File: src/core/lba_format_pkg.sv
`default_nettype none
package lba_format_pkg;
  // widths
  localparam int unsigned DATA_W      = 32;
  localparam int unsigned BE_W        = DATA_W / 8;
  localparam int unsigned ADDR_W      = 12;
  localparam int unsigned IDX_W       = ADDR_W - 2;
  localparam int unsigned FMT_W       = 4;
  localparam int unsigned TBL_W       = 6;
  localparam int unsigned MAX_FORMATS = 16;
  localparam int unsigned DESC_BYTES  = 4;
  // structure byte index, byte address is four times the index
  localparam logic [IDX_W-1:0] IDX_FORMAT_COUNT  = 10'h019;
  localparam logic [IDX_W-1:0] IDX_ACTIVE_SELECT = 10'h01A;
  localparam logic [IDX_W-1:0] IDX_META_CAP      = 10'h01B;
  localparam logic [IDX_W-1:0] IDX_TABLE_FIRST   = 10'h080;
  localparam logic [IDX_W-1:0] IDX_TABLE_LAST    = 10'h0BF;
  localparam logic [IDX_W-1:0] IDX_CFG_COUNT     = 10'h100;
  localparam logic [IDX_W-1:0] IDX_CFG_ACTIVE    = 10'h101;
  localparam logic [IDX_W-1:0] IDX_CFG_META_CAP  = 10'h102;
  localparam logic [IDX_W-1:0] IDX_STATUS        = 10'h103;
  // field positions
  localparam int unsigned ACT_EXT_BIT     = 4;
  localparam int unsigned MC_EXT_BIT      = 0;
  localparam int unsigned MC_SEP_BIT      = 1;
  localparam int unsigned ST_REFUSED_BIT  = 0;
  localparam int unsigned ST_UNAVAIL_BIT  = 1;
  localparam int unsigned ST_UNSUPP_BIT   = 2;
  localparam int unsigned ST_HAS_META_BIT = 3;
  localparam int unsigned ST_SMALL_MS_BIT = 4;
  localparam int unsigned ST_SMALL_DS_BIT = 5;
  // descriptor byte positions
  localparam logic [1:0] DESC_MS_LO = 2'h0;
  localparam logic [1:0] DESC_MS_HI = 2'h1;
  localparam logic [1:0] DESC_DS    = 2'h2;
  // reset values and limits
  localparam logic [FMT_W-1:0] RST_COUNT     = 4'h0;
  localparam logic [FMT_W-1:0] RST_ACTIVE    = 4'h0;
  localparam logic             RST_EXT       = 1'h0;
  localparam logic [1:0]       RST_MC        = 2'h0;
  localparam logic [7:0]       DS_NONE       = 8'h00;
  localparam logic [7:0]       MIN_DS_EXP    = 8'h0C;
  localparam logic [15:0]      MIN_MS_BYTES  = 16'h0008;
  localparam logic [1:0]       RESP_OKAY     = 2'h0;
  localparam logic [1:0]       RESP_SLVERR   = 2'h2;

  typedef enum logic [1:0] {META_NONE, META_EXTENDED, META_SEPARATE} meta_place_type;

  typedef struct packed {
    logic              read;
    logic              write;
    logic [ADDR_W-1:0] address;
    logic [DATA_W-1:0] writedata;
    logic [BE_W-1:0]   byteenable;
  } avmm_req_type;

  typedef struct packed {
    logic              waitrequest;
    logic [DATA_W-1:0] readdata;
    logic [1:0]        response;
  } avmm_rsp_type;

  typedef struct packed {
    logic             en;
    logic [TBL_W-1:0] index;
    logic [7:0]       data;
  } table_wr_type;
endpackage
`default_nettype wire

File: src/core/lba_format_regs.sv
// Our own choice: the Avalon-MM register port.
`timescale 1ns/100ps
`default_nettype none
module lba_format_regs
  import lba_format_pkg::*;
#(
  parameter int unsigned NUM_FORMATS = MAX_FORMATS
) (
  // clock and reset
  input  wire logic         i_clk,
  input  wire logic         i_reset,
  // avalon-mm slave
  input  wire avmm_req_type i_bus,
  output avmm_rsp_type      o_bus,
  // format state to the data path
  output logic [FMT_W-1:0]  o_active_format,
  output meta_place_type    o_meta_place,
  output logic              o_active_unavailable
);
  localparam logic [FMT_W-1:0] LAST_INDEX = FMT_W'(NUM_FORMATS - 1);

  typedef struct packed {
    logic              waitrequest;
    logic [DATA_W-1:0] readdata;
    logic [1:0]        response;
    logic [FMT_W-1:0]  count;
    logic [FMT_W-1:0]  active;
    logic              ext;
    logic [1:0]        mc;
    logic              refused;
    meta_place_type    place;
    logic              unavail;
  } state_type;

  state_type        s;
  state_type        next_s;
  logic [IDX_W-1:0] idx;
  logic             access;
  logic             take;
  logic             commit;
  logic             wr_commit;
  logic [7:0]       wd;
  logic             in_table;
  logic [TBL_W-1:0] tbl_index;
  logic [FMT_W-1:0] tbl_entry;
  table_wr_type     tbl_wr;
  logic [7:0]       tbl_rd;
  logic [7:0]       act_ds;
  logic [15:0]      act_ms;
  logic             has_meta;
  logic             unsupported;
  logic [7:0]       status;
  logic [7:0]       rd_byte;
  logic             rd_hit;

  // bus decode
  assign idx       = i_bus.address[ADDR_W-1:2];
  assign access    = i_bus.read || i_bus.write;
  assign take      = access && s.waitrequest;
  assign commit    = access && !s.waitrequest;
  assign wr_commit = i_bus.write && commit && i_bus.byteenable[0];
  assign wd        = i_bus.writedata[7:0];
  assign in_table  = (idx >= IDX_TABLE_FIRST) && (idx <= IDX_TABLE_LAST);
  assign tbl_index = TBL_W'(idx - IDX_TABLE_FIRST);
  assign tbl_entry = tbl_index[TBL_W-1:2];

  assign tbl_wr.en    = wr_commit && in_table;
  assign tbl_wr.index = tbl_index;
  assign tbl_wr.data  = wd;

  lba_format_table #(
    .NUM_FORMATS (NUM_FORMATS)
  ) u_table (
    .i_clk       (i_clk),
    .i_reset     (i_reset),
    .i_wr        (tbl_wr),
    .i_rd_index  (tbl_index),
    .i_count     (s.count),
    .i_active    (s.active),
    .o_rd_data   (tbl_rd),
    .o_active_ds (act_ds),
    .o_active_ms (act_ms)
  );

  // metadata placement checks
  assign has_meta    = (act_ms != 16'h0000);
  assign unsupported = has_meta && (s.ext ? !s.mc[MC_EXT_BIT] : !s.mc[MC_SEP_BIT]);

  always_comb begin
    status                  = 8'h00;
    status[ST_REFUSED_BIT]  = s.refused;
    status[ST_UNAVAIL_BIT]  = s.unavail;
    status[ST_UNSUPP_BIT]   = unsupported;
    status[ST_HAS_META_BIT] = has_meta;
    status[ST_SMALL_MS_BIT] = has_meta && (act_ms < MIN_MS_BYTES);
    status[ST_SMALL_DS_BIT] = (act_ds != DS_NONE) && (act_ds < MIN_DS_EXP);
  end

  // read mux, reserved bits zero
  always_comb begin
    rd_byte = 8'h00;
    rd_hit  = 1'b1;
    if (in_table) begin
      rd_byte = tbl_rd;
    end else begin
      case (idx)
        IDX_FORMAT_COUNT, IDX_CFG_COUNT: begin
          rd_byte = {4'h0, s.count};
        end
        IDX_ACTIVE_SELECT, IDX_CFG_ACTIVE: begin
          rd_byte = {3'h0, s.ext, s.active};
        end
        IDX_META_CAP, IDX_CFG_META_CAP: begin
          rd_byte = {6'h00, s.mc};
        end
        IDX_STATUS: begin
          rd_byte = status;
        end
        default: begin
          rd_hit = 1'b0;
        end
      endcase
    end
  end

  always_comb begin
    next_s             = s;
    next_s.waitrequest = !take;
    if (take) begin
      next_s.readdata = {24'h000000, rd_byte};
      next_s.response = rd_hit ? RESP_OKAY : RESP_SLVERR;
    end
    if (wr_commit) begin
      case (idx)
        IDX_CFG_COUNT: begin
          if ((wd > {4'h0, LAST_INDEX}) || (wd[FMT_W-1:0] < s.active)) begin
            next_s.refused = 1'b1;
          end else begin
            next_s.count   = wd[FMT_W-1:0];
            next_s.refused = 1'b0;
          end
        end
        IDX_CFG_ACTIVE: begin
          if (wd[FMT_W-1:0] > s.count) begin
            next_s.refused = 1'b1;
          end else begin
            next_s.active  = wd[FMT_W-1:0];
            next_s.ext     = wd[ACT_EXT_BIT];
            next_s.refused = 1'b0;
          end
        end
        IDX_CFG_META_CAP: begin
          next_s.mc      = wd[1:0];
          next_s.refused = 1'b0;
        end
        default: begin
        end
      endcase
    end
    // one place only for the metadata
    if (!has_meta) begin
      next_s.place = META_NONE;
    end else if (s.ext) begin
      next_s.place = META_EXTENDED;
    end else begin
      next_s.place = META_SEPARATE;
    end
    next_s.unavail = (act_ds == DS_NONE);
  end

  always_ff @(posedge i_clk or posedge i_reset) begin
    if (i_reset) begin
      s             <= '0;
      s.waitrequest <= 1'b1;
      s.response    <= RESP_OKAY;
      s.count       <= RST_COUNT;
      s.active      <= RST_ACTIVE;
      s.ext         <= RST_EXT;
      s.mc          <= RST_MC;
      s.place       <= META_NONE;
      s.unavail     <= 1'b1;
    end else begin
      s <= next_s;
    end
  end

  assign o_bus.waitrequest    = s.waitrequest;
  assign o_bus.readdata       = s.readdata;
  assign o_bus.response       = s.response;
  assign o_active_format      = s.active;
  assign o_meta_place         = s.place;
  assign o_active_unavailable = s.unavail;
endmodule // lba_format_regs
`default_nettype wire

File: src/core/lba_format_table.sv
`timescale 1ns/100ps
`default_nettype none
module lba_format_table
  import lba_format_pkg::*;
#(
  parameter int unsigned NUM_FORMATS = MAX_FORMATS
) (
  // clock and reset
  input  wire logic             i_clk,
  input  wire logic             i_reset,
  // descriptor write
  input  wire table_wr_type     i_wr,
  // lookups
  input  wire logic [TBL_W-1:0] i_rd_index,
  input  wire logic [FMT_W-1:0] i_count,
  input  wire logic [FMT_W-1:0] i_active,
  output logic      [7:0]       o_rd_data,
  output logic      [7:0]       o_active_ds,
  output logic      [15:0]      o_active_ms
);
  localparam int unsigned NB = NUM_FORMATS * DESC_BYTES;

  typedef struct packed {
    logic [NB-1:0][7:0] bytes;
  } state_type;

  state_type        s;
  state_type        next_s;
  logic [FMT_W-1:0] rd_entry;
  logic [TBL_W-1:0] act_base;

  always_comb begin
    next_s = s;
    if (i_wr.en && (int'(i_wr.index) < NB)) begin
      next_s.bytes[i_wr.index] = i_wr.data;
    end
  end

  always_ff @(posedge i_clk or posedge i_reset) begin
    if (i_reset) begin
      s <= '0;
    end else begin
      s <= next_s;
    end
  end

  assign rd_entry = i_rd_index[TBL_W-1:2];
  assign act_base = {i_active, 2'h0};

  // entries past the count read as zero
  always_comb begin
    o_rd_data = 8'h00;
    if ((rd_entry <= i_count) && (int'(i_rd_index) < NB)) begin
      o_rd_data = s.bytes[i_rd_index];
    end
    o_active_ds = s.bytes[act_base | TBL_W'(DESC_DS)];
    o_active_ms = {s.bytes[act_base | TBL_W'(DESC_MS_HI)], s.bytes[act_base | TBL_W'(DESC_MS_LO)]};
  end
endmodule // lba_format_table
`default_nettype wire

File: config.mk
export PLATFORM = sky130hd
export DESIGN_NAME = lba_format_regs
export DESIGN_NICKNAME = d
export VERILOG_FILES = /design/src/core/lba_format_pkg.sv /design/src/core/lba_format_regs.sv /design/src/core/lba_format_table.sv
export SDC_FILE = /design/constraint.sdc
export NUM_CORES = 1
export LEC_CHECK = 0
export ABC_CLOCK_PERIOD_IN_PS = 28400
export BUFFER_PORTS_ARGS = -buffer_cell sky130_fd_sc_hd__buf_2
export CORE_ASPECT_RATIO = 0.8
export CORE_MARGIN = 1.5
export CORE_UTILIZATION = 40
export DETAILED_ROUTE_END_ITERATION = 10
export PLACE_DENSITY_LB_ADDON = 0.25
export SLEW_MARGIN = 5
export SYNTH_ARGS = -nofsm -noshare
export SYNTH_HDL_FRONTEND = slang
export SYNTH_SLANG_ARGS = --single-unit
File: constraint.sdc
create_clock -name i_clk -period 28.4 [get_ports i_clk]
set_input_delay 8.52 -clock i_clk [delete_from_list [all_inputs] [get_ports i_clk]]
set_output_delay 8.52 -clock i_clk [all_outputs]
set_load 0.005 [all_outputs]
* After elaboration in Yosys (flattened, before gate mapping)
Index checks and enable logic that the tools add are counted.
W data, S select, Z words.
** Cells by class
- Add/subtract/negate cells :: 1
- Order comparisons :: 13
- Eq/ne operators :: 7
- Multiplexer cells :: 23
- Bitwise logic cells :: 2
- Reductions and logical operators :: 28
** Operator list (count)
- $bwmux W512 :: 1
- $bmux W8 S4 :: 3
- $mux W8 :: 7
- $bmux W8 S6 :: 1
- $demux W8 S6 :: 1
- $eq A10 B9 Y1 const B :: 4
- $eq A10 B5 Y1 const B :: 3
- $lt A6 B7 Y1 const B :: 4
- $pmux W6 S4 :: 1
- $lt A16 B4 Y1 const B :: 1
- $reduce_bool A16 Y1 :: 1
- $ge A10 B8 Y1 const B :: 1
- $le A10 B8 Y1 const B :: 1
- $logic_and A1 B1 Y1 :: 10
- $gt A8 B4 Y1 const B :: 1
- $logic_not A8 Y1 :: 1
- $lt A8 B4 Y1 const B :: 1
- $reduce_bool A8 Y1 :: 1
- $reduce_or A7 Y1 :: 1
- $ge A6 B1 Y1 const B :: 1
- $mux W2 :: 3
- $reduce_and A3 Y1 :: 2
- $reduce_or A2 Y1 :: 3
- $sub A6 B1 Y6 const B :: 1
- other kinds (10) :: 20
** Storage, ports and cells
- Register bits after elaboration :: 538
- Input port bits :: 52

* Depth between registers and ports, before layout
Gate-level depths: netlist of run 1.
- Word-level depth :: 6
- Mapped depth :: 11

* Cells and area by module
A second synthesis of run 1 with hierarchy kept.
** Second synthesis, totals
- Cell total of the unflattened synthesis :: 1871
- Area total of the unflattened synthesis :: 28345.9 µm²
** By module, submodules not included
- lba_format_table :: instances 1, cells each 1675, area an instance 26511.7 µm², sequential area each 12812.3 µm²
- lba_format_regs :: instances 1, cells each 196, area an instance 1834.3 µm², sequential area each 628.1 µm²

* Worst setup path after synthesis of run 1
No wires, ideal clock.
- Path type :: input to register
- Start :: input i_bus[40] (netlist name)
- End :: register s, in the netlist o_bus[6]
- Setup time :: 0.068 ns
- Arrival :: 10.405 ns
- Slack :: 17.926 ns
- Stages on the path :: 11
- Cells stage by stage :: buf_2 > inv_1 > clkbuf_1 > ha_1 > nor2b_1 > o21a_1 > o21a_1 > o21a_1 > or2_2 > a41o_1 > nand3_1
** Between the ends
- Longest elaborated chain between the ends :: 5
** RTL lines
- start: declaration :: RTL line lba_format_regs.sv:13 : input wire avmm_req_type i_bus,
- $sub A6 B1 Y6 :: RTL line lba_format_regs.sv:64 : assign tbl_index = TBL_W'(idx - IDX_TABLE_FIRST);
- $bmux W8 S6 :: RTL line lba_format_table.sv:54 : o_rd_data = s.bytes[i_rd_index];
- $mux W8 (implied by the code) :: RTL line lba_format_table.sv:54
- $mux W8 :: RTL line lba_format_table.sv:53 : if ((rd_entry <= i_count) && (int'(i_rd_index) < NB)) begin
- $mux W8 * :: RTL line lba_format_regs.sv:103 : if (in_table) begin
- end signal: assignment :: RTL line lba_format_regs.sv:183 : s <= next_s;
- end: declaration :: RTL line lba_format_regs.sv:35 : state_type s;
Mark *: on every way between the ends. The rest lies on a longest branch, timed or not. The select of a mux whose other input is x is not followed.
A chain may end at the register's enable or synchronous reset.

* Worst setup path after layout of run 1
- Start :: input i_bus[39] (netlist name)
- End :: register u_table.s[159] (netlist name)
** Between the ends
- Longest elaborated chain between the ends :: 6
** RTL lines
- $sub A6 B1 Y6 :: RTL line lba_format_regs.sv:64
- $lt A6 B7 Y1 (implied by the code) or $ge A6 B1 Y1 (tied branches) :: RTL line lba_format_table.sv:35 : next_s.bytes[i_wr.index] = i_wr.data;
- $logic_and A1 B1 Y1 (implied by the code) :: RTL line lba_format_table.sv:35
- $mux W8 (implied by the code) :: RTL line lba_format_table.sv:35
- $demux W8 S6
- $bwmux W512 :: RTL line lba_format_table.sv:35
- end signal: assignment :: RTL line lba_format_table.sv:43 : s <= next_s;
- end: declaration :: RTL line lba_format_table.sv:27 : state_type s;
Parallel ways exist; a longest one is shown, timed or not.

==> run summary, run 1 <==
status: complete, no violations
r2r setup slk: 24.20 ns
root buf cell: clkbuf_16
worst hold start: u_table.s[56]$_DFFE_PP0P_
fin crit share: 0.409
Port Buffers: 39
DIE WIDTH: 296 µm
# IOs: 94
clock slew at reported path FFs: 0.06 ns
Core Area: 67500 µm²
Tmin final: 11.63 ns
Syn Inst Count: 2174
fmax: 86.0 MHz
initial antenna violation count: 3
CTS resizes: 0
TNS Setup: 0 ns
EDFF count, synth: 0
vias in the first global route: 19600
Worst Path Arrival: 12.15 ns
clock buffer count from CTS: 56
worst slew margin relative to its limit: 0.278
Global Route Usage Sum: 0.281
P_leak: 14.0 nW
Setup CP Type: in2reg
sequential share of the synthesized area: 0.490
final hold vios: 0
Detail Placement HPWL: 66200 µm
area grow syn2layout: 9.85%
fin. max-slew vios: 0
drt first-iter violations: 2257
H-tree levels: 2
CTS tree: yes
Max Cap Viol: 0
Synth top area share: 0.488
most frequent cell after synthesis: mux2_2
worst hold endpoint: u_table.s[56]$_DFFE_PP0P_
clk_skew: 0.0330 ns
Routed WL: 98600 µm
switch share: 0.247
share of layout cells above drive strength 1: 0.394
Synth Warn #: 0
hold crit path type: reg2reg
Post-synth top cells: mux2_2 (547), dfrtp_1 (535), nand2_1 (127), clkbuf_1 (80)
clk buf depth: 3
detail-routed net length per standard cell: 31.6 µm
Power Total: 0.00164 W
Worst Max-Slew Pin Slew: 1.07 ns
asr flop ratio synth: 1.00
Worst setup EP type: flip-flop
Hold Crit Depth: 2
Hold Buf Count CTS: 0
first-pass GRT wire length: 143000 µm
sequential power share: 0.470
clock sink total: 537
Final Wtd Congestion: 0.997
Pre-antenna DRT Iters: 7
starting density of the core: 0.406
row cnt: 85
Combinational Power Share: 0.063
cell taking the most area after synthesis: dfrtp_1
P_int: 0.00124 W
worst path required time: 28.92 ns
Final setup viols: 0
Vias/cell: 6.38
FILL cells: 6201
nets: 2221
largest net degree at the start of global routing: 125
mean area per synthesized cell: 12.6 µm²
synth top area cells: dfrtp_1 (49%), mux2_2 (22%), mux4_2 (5.9%)
Die Footprint: 70200 µm²
RR Startpoint: o_active_format[1]$_DFFE_PP0P_
via count: 19900
maximum VDD drop: 43.3 µV
post-synthesis register bit count: 537
clock share of power: 0.468
grt total ovfl: 0
Die Y: 237 µm
Post-CTS Setup Bufs: 0
reg2reg path depth: 7
Sw Pwr: 0.000407 W
RSZ-0062 raised after global routing: false
DRC errors left: 0
synth unique cells: 80
Cell Area, Synth: 27500 µm²
top_reg_cell synth: dfrtp_1
CP Launch Type: primary input
Crit Reg-Reg Endpoint: o_meta_place[1]$_DFF_PP0_
Post-DRT Antenna Nets: 0
PD cells: 54.5 nW/µm²
Skew-Pair Late Insertion Delay: 0.64 ns
Critical Path Fanout Max: 39
final cells by class:
cell class                 count  area (µm²)  area share
inverter                      15        63.8     0.00212
multi-input combinational   1463       13000       0.432
antenna                        2        5.00    0.000166
sequential                   537       13400       0.446
timing repair buffer          85         568      0.0188
clock buffer                  91        1760      0.0582
clock inverter                12         146     0.00485
tap                          913        1140      0.0379
per-stage QoR:
step / hold slack, ns / cells / cell area [µm²] / setup WS, ns / util
after detailed placement: 0.469 / 3013 / 28200 / 16.32 / 0.418
after global placement: 0.457 / 3013 / 28200 / 16.33 / 0.418
after global routing: 0.507 / 3116 / 30200 / 16.76 / 0.446
after CTS: 0.485 / 3116 / 30200 / 17.00 / 0.446
after floorplan: 0.444 / 2198 / 27500 / 4.87 / -
final: 0.487 / 3118 / 30200 / 16.77 / 0.447
power groups by stage:
stage	combinational [W]	clock (W)	sequential, W
after floorplan	0.0000622	0	0.000785
after global placement	0.000100	0	0.000786
after detailed placement	0.000101	0	0.000786
after CTS	0.000101	0.000779	0.000772
after global routing	0.000108	0.000808	0.000773
final	0.000103	0.000769	0.000773
worst max-delay path by stage:
stage	start	endpoint	slack, ns	cells after the start
final	i_bus[39]	u_table.s[159]$_DFFE_PP0P_	16.77	7
after global routing	i_bus[39]	o_bus[3]$_DFFE_PP0P_	16.76	9
after CTS	i_bus[39]	o_bus[6]$_DFFE_PP0P_	17.00	9
after detailed placement	i_bus[39]	o_bus[6]$_DFFE_PP0P_	16.32	9
after global placement	i_bus[39]	o_bus[6]$_DFFE_PP0P_	16.33	9
after floorplan	i_reset	o_active_format[0]$_DFFE_PP0P_	4.87	1
routing by layer:
| metal | GRT usage | share of wire |
|---|---|---|
| met5 | 0 | 0.000081 |
| met4 | 0.0758 | 0.026 |
| met3 | 0.0925 | 0.11 |
| met2 | 0.394 | 0.42 |
| met1 | 0.412 | 0.44 |
critical path, cell delays in order:
cell and delay [ns]:
buf_4 0.48, buf_4 0.58, inv_2 0.46, nor2_1 0.48, nand2_1 0.43, nor2_2 0.66, mux2_2 0.41
placed cells by master, fill, tap and decap left out, types with 13 or more instances in the layout:
master	count
nand3_1	26
nor4_1	40
mux2_2	547
o221ai_1	14
nor2_2	42
clkbuf_1	15
a211oi_1	13
mux2i_1	55
o21ai_0	71
mux4_2	72
o22ai_1	15
conb_1	25
nor3_1	36
a21oi_1	58
a221oi_1	14
clkbuf_16	58
nor2_1	71
or4_1	13
nand2_1	127
buf_2	36
buf_4	47
dfrtp_1	534
a22oi_1	41
clkbuf_8	18
registers in the layout, indices dropped and copies added, names as in the netlist:
signal / flops
o_active_format: 4
s: 8
o_meta_place: 2
o_active_unavailable: 1
o_bus: 10
u_table.s: 512
kinds of logic after synthesis:
family | count (synthesis) | synth area share
and+or+nand+nor | 433 | 0.0820
AOI/OAI and AO/OA | 317 | 0.0791
other | 1 | 0.000137
muxes | 677 | 0.305
DFF | 537 | 0.490
buffers and inverters | 198 | 0.0393
adders and majority gates | 11 | 0.00501
No activity file was read; power rests on OpenSTA's default activity.
==> run 2: changes to the inputs <==
ABC_CLOCK_PERIOD_IN_PS = 9650   (was 28400)
clock period = 9.65 ns   (was 28.4 ns; I/O delays follow)
==> run 2 against run 1 <==
Compared with the run above:
- core utilization about the same
- sequential power increased to 2.9 times the previous value
- die area unchanged
- register-to-register slack got worse by 19 ns
- sequential cell count unchanged
- count of clock-buffer cells in the layout decreased by 11
- critical path depth unchanged
- largest power group unchanged
- highest routed layer is now met4
==> run summary, run 2 (synthesis results as in run 1) <==
Worst Path Arrival: 6.38 ns
clock slew at reported path FFs: 0.06 ns
first-pass GRT wire length: 141000 µm
reg2reg path depth: 8
clk buf depth: 3
hold crit path type: reg2reg
Max Cap Viol: 0
RSZ-0062 raised after global routing: false
RR Startpoint: o_active_format[0]$_DFFE_PP0P_
Multi-input gate area: 13000 µm²
Crit Reg-Reg Endpoint: o_meta_place[1]$_DFF_PP0_
Hold Crit Depth: 2
vias in the first global route: 19300
Most flops, register: u_table.s
Die Y: 237 µm
Final Wtd Congestion: 0.981
Tmin final: 5.88 ns
Skew-Pair Late Insertion Delay: 0.64 ns
Crit-path slowest cell: nor2_2
FILL cells: 6133
largest net degree at the start of global routing: 171
# IOs: 94
Detail Placement HPWL: 64700 µm
PD cells: 161 nW/µm²
H-tree levels: 2
Setup CP Type: in2reg
Core Area: 67500 µm²
Seq. cell area: 13400 µm²
status: complete, no violations
share of layout cells above drive strength 1: 0.394
CTS tree: yes
Die Footprint: 70200 µm²
area grow syn2layout: 9.76%
n_diodes: 0
Hold Worst Slack: 0.481 ns
detail-routed net length per standard cell: 31.3 µm
P_leak: 13.9 nW
r2r setup slk: 5.65 ns
CP Launch Type: primary input
Post-Layout Cell Count: 3111
placed cells: 3008
DRC errors left: 0
starting density of the core: 0.406
Global Route Usage Sum: 0.278
Final setup viols: 0
DIE WIDTH: 296 µm
maximum VDD drop: 118 µV
Worst path most repeated cell: buf_4
Worst setup EP type: flip-flop
nets: 2216
dpl ws: 3.23 ns
PnR worst setup slack: 3.77 ns
worst hold endpoint: u_table.s[88]$_DFFE_PP0P_
crit path launch: i_bus[39]
most frequent cells in the layout: mux2_2 (547), dfrtp_1 (534), nand2_1 (127)
fin. max-slew vios: 0
Vias/cell: 6.32
Port Buffers: 39
row cnt: 85
fmax: 170 MHz
Worst Max-Slew Pin Slew: 1.23 ns
ordered cell list for the critical path: buf_4 > buf_4 > inv_2 > nor2_1 > nand2_1 > nor2_2 > mux2_2
CP max stage delay: 0.67 ns
Critical Path Fanout Max: 50
grt total ovfl: 0
clock sink total: 537
Pre-antenna DRT Iters: 7
Post-DRT Antenna Nets: 0
clk_skew: 0.0326 ns
drt first-iter violations: 2292
TNS Setup: 0 ns
fin crit share: 0.610
Buf/Inv on CP: 3
worst hold start: u_table.s[88]$_DFFE_PP0P_
root buf cell: clkbuf_16
initial antenna violation count: 2
Post-CTS Setup Bufs: 0
number of flip-flops under the largest register name: 512
via count: 19700
worst slew margin relative to its limit: 0.179
final hold vios: 0
Core Util, Final: 0.446
CTS resizes: 0
most common cell after layout, fill and taps aside: mux2_2
critical path's top delay family: buffers and inverters
Hold Buf Count CTS: 0
worst path required time: 10.15 ns
clock buffer count from CTS: 56
Routed WL: 97300 µm
[run 2: power breakdown]
| group | internal (W) | switching (W) | total (W) |
|---|---|---|---|
| clock | 0.00130 | 0.000962 | 0.00226 |
| combinational | 0.0000650 | 0.000234 | 0.000299 |
| sequential | 0.00226 | 0.0000111 | 0.00227 |
| total | 0.00363 | 0.00121 | 0.00484 |
[run 2: final cells by class]
cell class	instances	share of cell area
clock inverters	23	0.00868
flip-flops and latches	537	0.446
multi-input cells	1463	0.432
well taps	913	0.0379
clock buffers	80	0.0539
repair buffers	80	0.0189
inverters	15	0.00199
[run 2: worst register-to-register path, stage by stage, from the launching register on]
cell and delay, ns:
dfrtp_4 0.54, buf_4 0.52, buf_4 0.62, or4b_1 0.55, o221ai_1 0.37, nand3_1 0.23
a2111oi_2 0.48, nor3b_2 0.28, a21oi_1 0.21
[run 2: worst max-delay path by stage]
stage                                                end  cells past startpoint  slack (ns)
final                         u_table.s[152]$_DFFE_PP0P_                      7        3.77
after global routing          u_table.s[159]$_DFFE_PP0P_                      7        3.67
after CTS                     u_table.s[159]$_DFFE_PP0P_                      7        3.89
after detailed placement      u_table.s[157]$_DFFE_PP0P_                      7        3.23
after global placement        u_table.s[219]$_DFFE_PP0P_                      7        3.25
after floorplan           o_active_format[0]$_DFFE_PP0P_                      1       -0.55
[run 2: per-layer routing]
| layer | vias up | track usage | routed length (µm) |
|---|---|---|---|
| met5 | - | 0 | 0 |
| met4 | 0 | 0.0861 | 3110 |
| met3 | 182 | 0.0814 | 10200 |
| met2 | 1009 | 0.388 | 40800 |
| met1 | 10400 | 0.411 | 43300 |
| li1 | 8073 | - | - |
[run 2: through the flow]
| step | cell area [µm²] | total power [W] |
|---|---|---|
| final | 30100 | 0.00484 |
| after global placement | 28200 | 0.00261 |
| after CTS | 30100 | 0.00486 |
| after detailed placement | 28200 | 0.00261 |
| after floorplan | 27500 | 0.00250 |
| after global routing | 30100 | 0.00498 |
==> run 3: changes to the inputs <==
ABC_CLOCK_PERIOD_IN_PS = 5900   (was 9650)
clock period = 5.9 ns   (was 9.65 ns; I/O delays follow)
==> run 3 against run 2 <==
Compared with the run above:
- sequential cell count unchanged
- clock power increased by 58%
- routed wire length increased by 4.0%
- clock skew decreased by 0.0052 ns
- first-iteration DRC count increased by 17%
- global-route usage increased by 1.1 points
- register-to-register slack got worse by 3.6 ns
- critical path depth increased by 3
- non-clock buffer count increased by 35
- setup slack got worse by 2.3 ns
- critical path type unchanged
==> run summary, run 3 (synthesis results as in run 1) <==
status: complete, no violations
Critical Path Fanout Max: 64
Hold Buf Count CTS: 0
RR Startpoint: o_active_format[1]$_DFFE_PP0P_
first-pass GRT wire length: 146000 µm
RSZ-0062 raised after global routing: false
Detail Placement HPWL: 68800 µm
Crit-path slowest cell: and2b_1
Port Buffers: 39
clock buffer count from CTS: 56
hold crit path type: reg2reg
grt total ovfl: 0
Die Y: 237 µm
CP max stage delay: 0.83 ns
reg2reg path depth: 7
row cnt: 85
CP Launch Type: primary input
most common cell after layout, fill and taps aside: mux2_2
Post-CTS Setup Bufs: 0
DIE WIDTH: 296 µm
Final Wtd Congestion: 0.982
DRC errors left: 0
area grow syn2layout: 10.6%
fin area: 30400 µm²
Global Route Usage Sum: 0.289
initial antenna violation count: 5
clk_skew: 0.0274 ns
fmax: 227 MHz
PnR worst setup slack: 1.49 ns
Die Footprint: 70200 µm²
H-tree levels: 2
CTS resizes: 0
worst hold start: u_table.s[24]$_DFFE_PP0P_
starting density of the core: 0.406
maximum VDD drop: 203 µV
fin crit share: 0.748
Worst Path Arrival: 4.94 ns
Routed WL: 101000 µm
detail-routed net length per standard cell: 32.2 µm
root buf cell: clkbuf_16
Max Cap Viol: 0
Hold Crit Depth: 2
worst slew margin relative to its limit: 0.312
fin. max-slew vios: 0
FILL cells: 6187
CTS tree: yes
Final setup viols: 0
Pre-antenna DRT Iters: 9
ordered cell list for the critical path: buf_8 > and2b_1 > buf_4 > buf_4 > a22oi_1 > o221ai_1 > a22oi_1 > o311ai_0 > a311oi_1 > o221ai_1
largest net degree at the start of global routing: 140
Core Area: 67500 µm²
r2r setup slk: 2.06 ns
worst path required time: 6.43 ns
Most flops, register: u_table.s
Crit Reg-Reg Endpoint: o_meta_place[1]$_DFF_PP0_
Area after DPL: 28500 µm²
worst hold endpoint: u_table.s[24]$_DFFE_PP0P_
Worst setup EP type: flip-flop
dpl ws: 0.956 ns
Vias/cell: 6.36
Tmin final: 4.41 ns
PD cells: 257 nW/µm²
number of flip-flops under the largest register name: 512
drt first-iter violations: 2672
via count: 20000
P_leak: 14.1 nW
clock slew at reported path FFs: 0.06 ns
critical path's top delay family: compound AO/OA/AOI/OAI gates
Buf/Inv on CP: 3
Post-DRT Antenna Nets: 0
vias in the first global route: 19700
Skew-Pair Late Insertion Delay: 0.64 ns
Worst Max-Slew Pin Slew: 1.02 ns
most frequent cells in the layout: mux2_2 (547), dfrtp_1 (534), nand2_1 (127)
nets: 2251
clock sink total: 537
clk buf depth: 3
share of layout cells above drive strength 1: 0.402
Core Util, Final: 0.450
Setup CP Type: in2reg
# IOs: 94
final hold vios: 0
run 3: cell count changes in the layout (fill, tap and decap cells not counted), sizes merged:
cell / delta
diode: +2
clkbuf: +4
buf: +35
bufinv: -3
inv: -1
clkinv: -6
run 3: worst max-delay path by stage:
| stage | slack (ns) | endpoint | start | cells past startpoint |
|---|---|---|---|---|
| after detailed placement | 0.96 | o_bus[3]$_DFFE_PP0P_ | i_bus[38] | 10 |
| after floorplan | -3.17 | o_active_format[0]$_DFFE_PP0P_ | i_reset | 1 |
| after global placement | 0.93 | o_bus[3]$_DFFE_PP0P_ | i_bus[38] | 10 |
| final | 1.49 | o_bus[3]$_DFFE_PP0P_ | i_bus[38] | 10 |
| after global routing | 1.53 | o_bus[3]$_DFFE_PP0P_ | i_bus[38] | 10 |
| after CTS | 1.59 | o_bus[3]$_DFFE_PP0P_ | i_bus[38] | 10 |
run 3: cell type report:
cell class / instances / area, µm² / area share
well taps: 913 / 1140 / 0.0376
multi-input cells: 1463 / 13000 / 0.429
clock buffers: 84 / 1690 / 0.0556
diodes: 2 / 5.00 / 0.000165
clock inverters: 13 / 121 / 0.00400
inverters: 15 / 60.1 / 0.00198
flip-flops and latches: 537 / 13400 / 0.443
repair buffers: 115 / 868 / 0.0286
run 3: per-layer routing:
layer / part of all wire / global-route usage / vias to the layer above
met5: 0.00022 / 0 / -
met4: 0.031 / 0.0853 / 4
met3: 0.11 / 0.0705 / 177
met2: 0.41 / 0.398 / 1138
met1: 0.45 / 0.443 / 10500
li1: - / - / 8132
run 3: worst min-delay path: stages, from the launching register on:
cell and delay (ns):
dfrtp_1 0.34, nand2_1 0.05, o21ai_0 0.06
run 3: through the flow:
stage,hold WS (ns),std cells,setup TNS (ns),power [W]
floorplan,0.444,2198,-1698.40,0.00408
global placement,0.459,3043,0,0.00429
detailed placement,0.467,3043,0,0.00430
CTS,0.484,3140,0,0.00785
global route,0.516,3142,0,0.00803
finish,0.485,3142,0,0.00782
run 3: power by group:
part	switching (W)	internal [W]	total, W
Clock	0.00153	0.00204	0.00358
Combinational	0.000401	0.000121	0.000522
Sequential	0.0000176	0.00370	0.00372
Total	0.00195	0.00587	0.00782
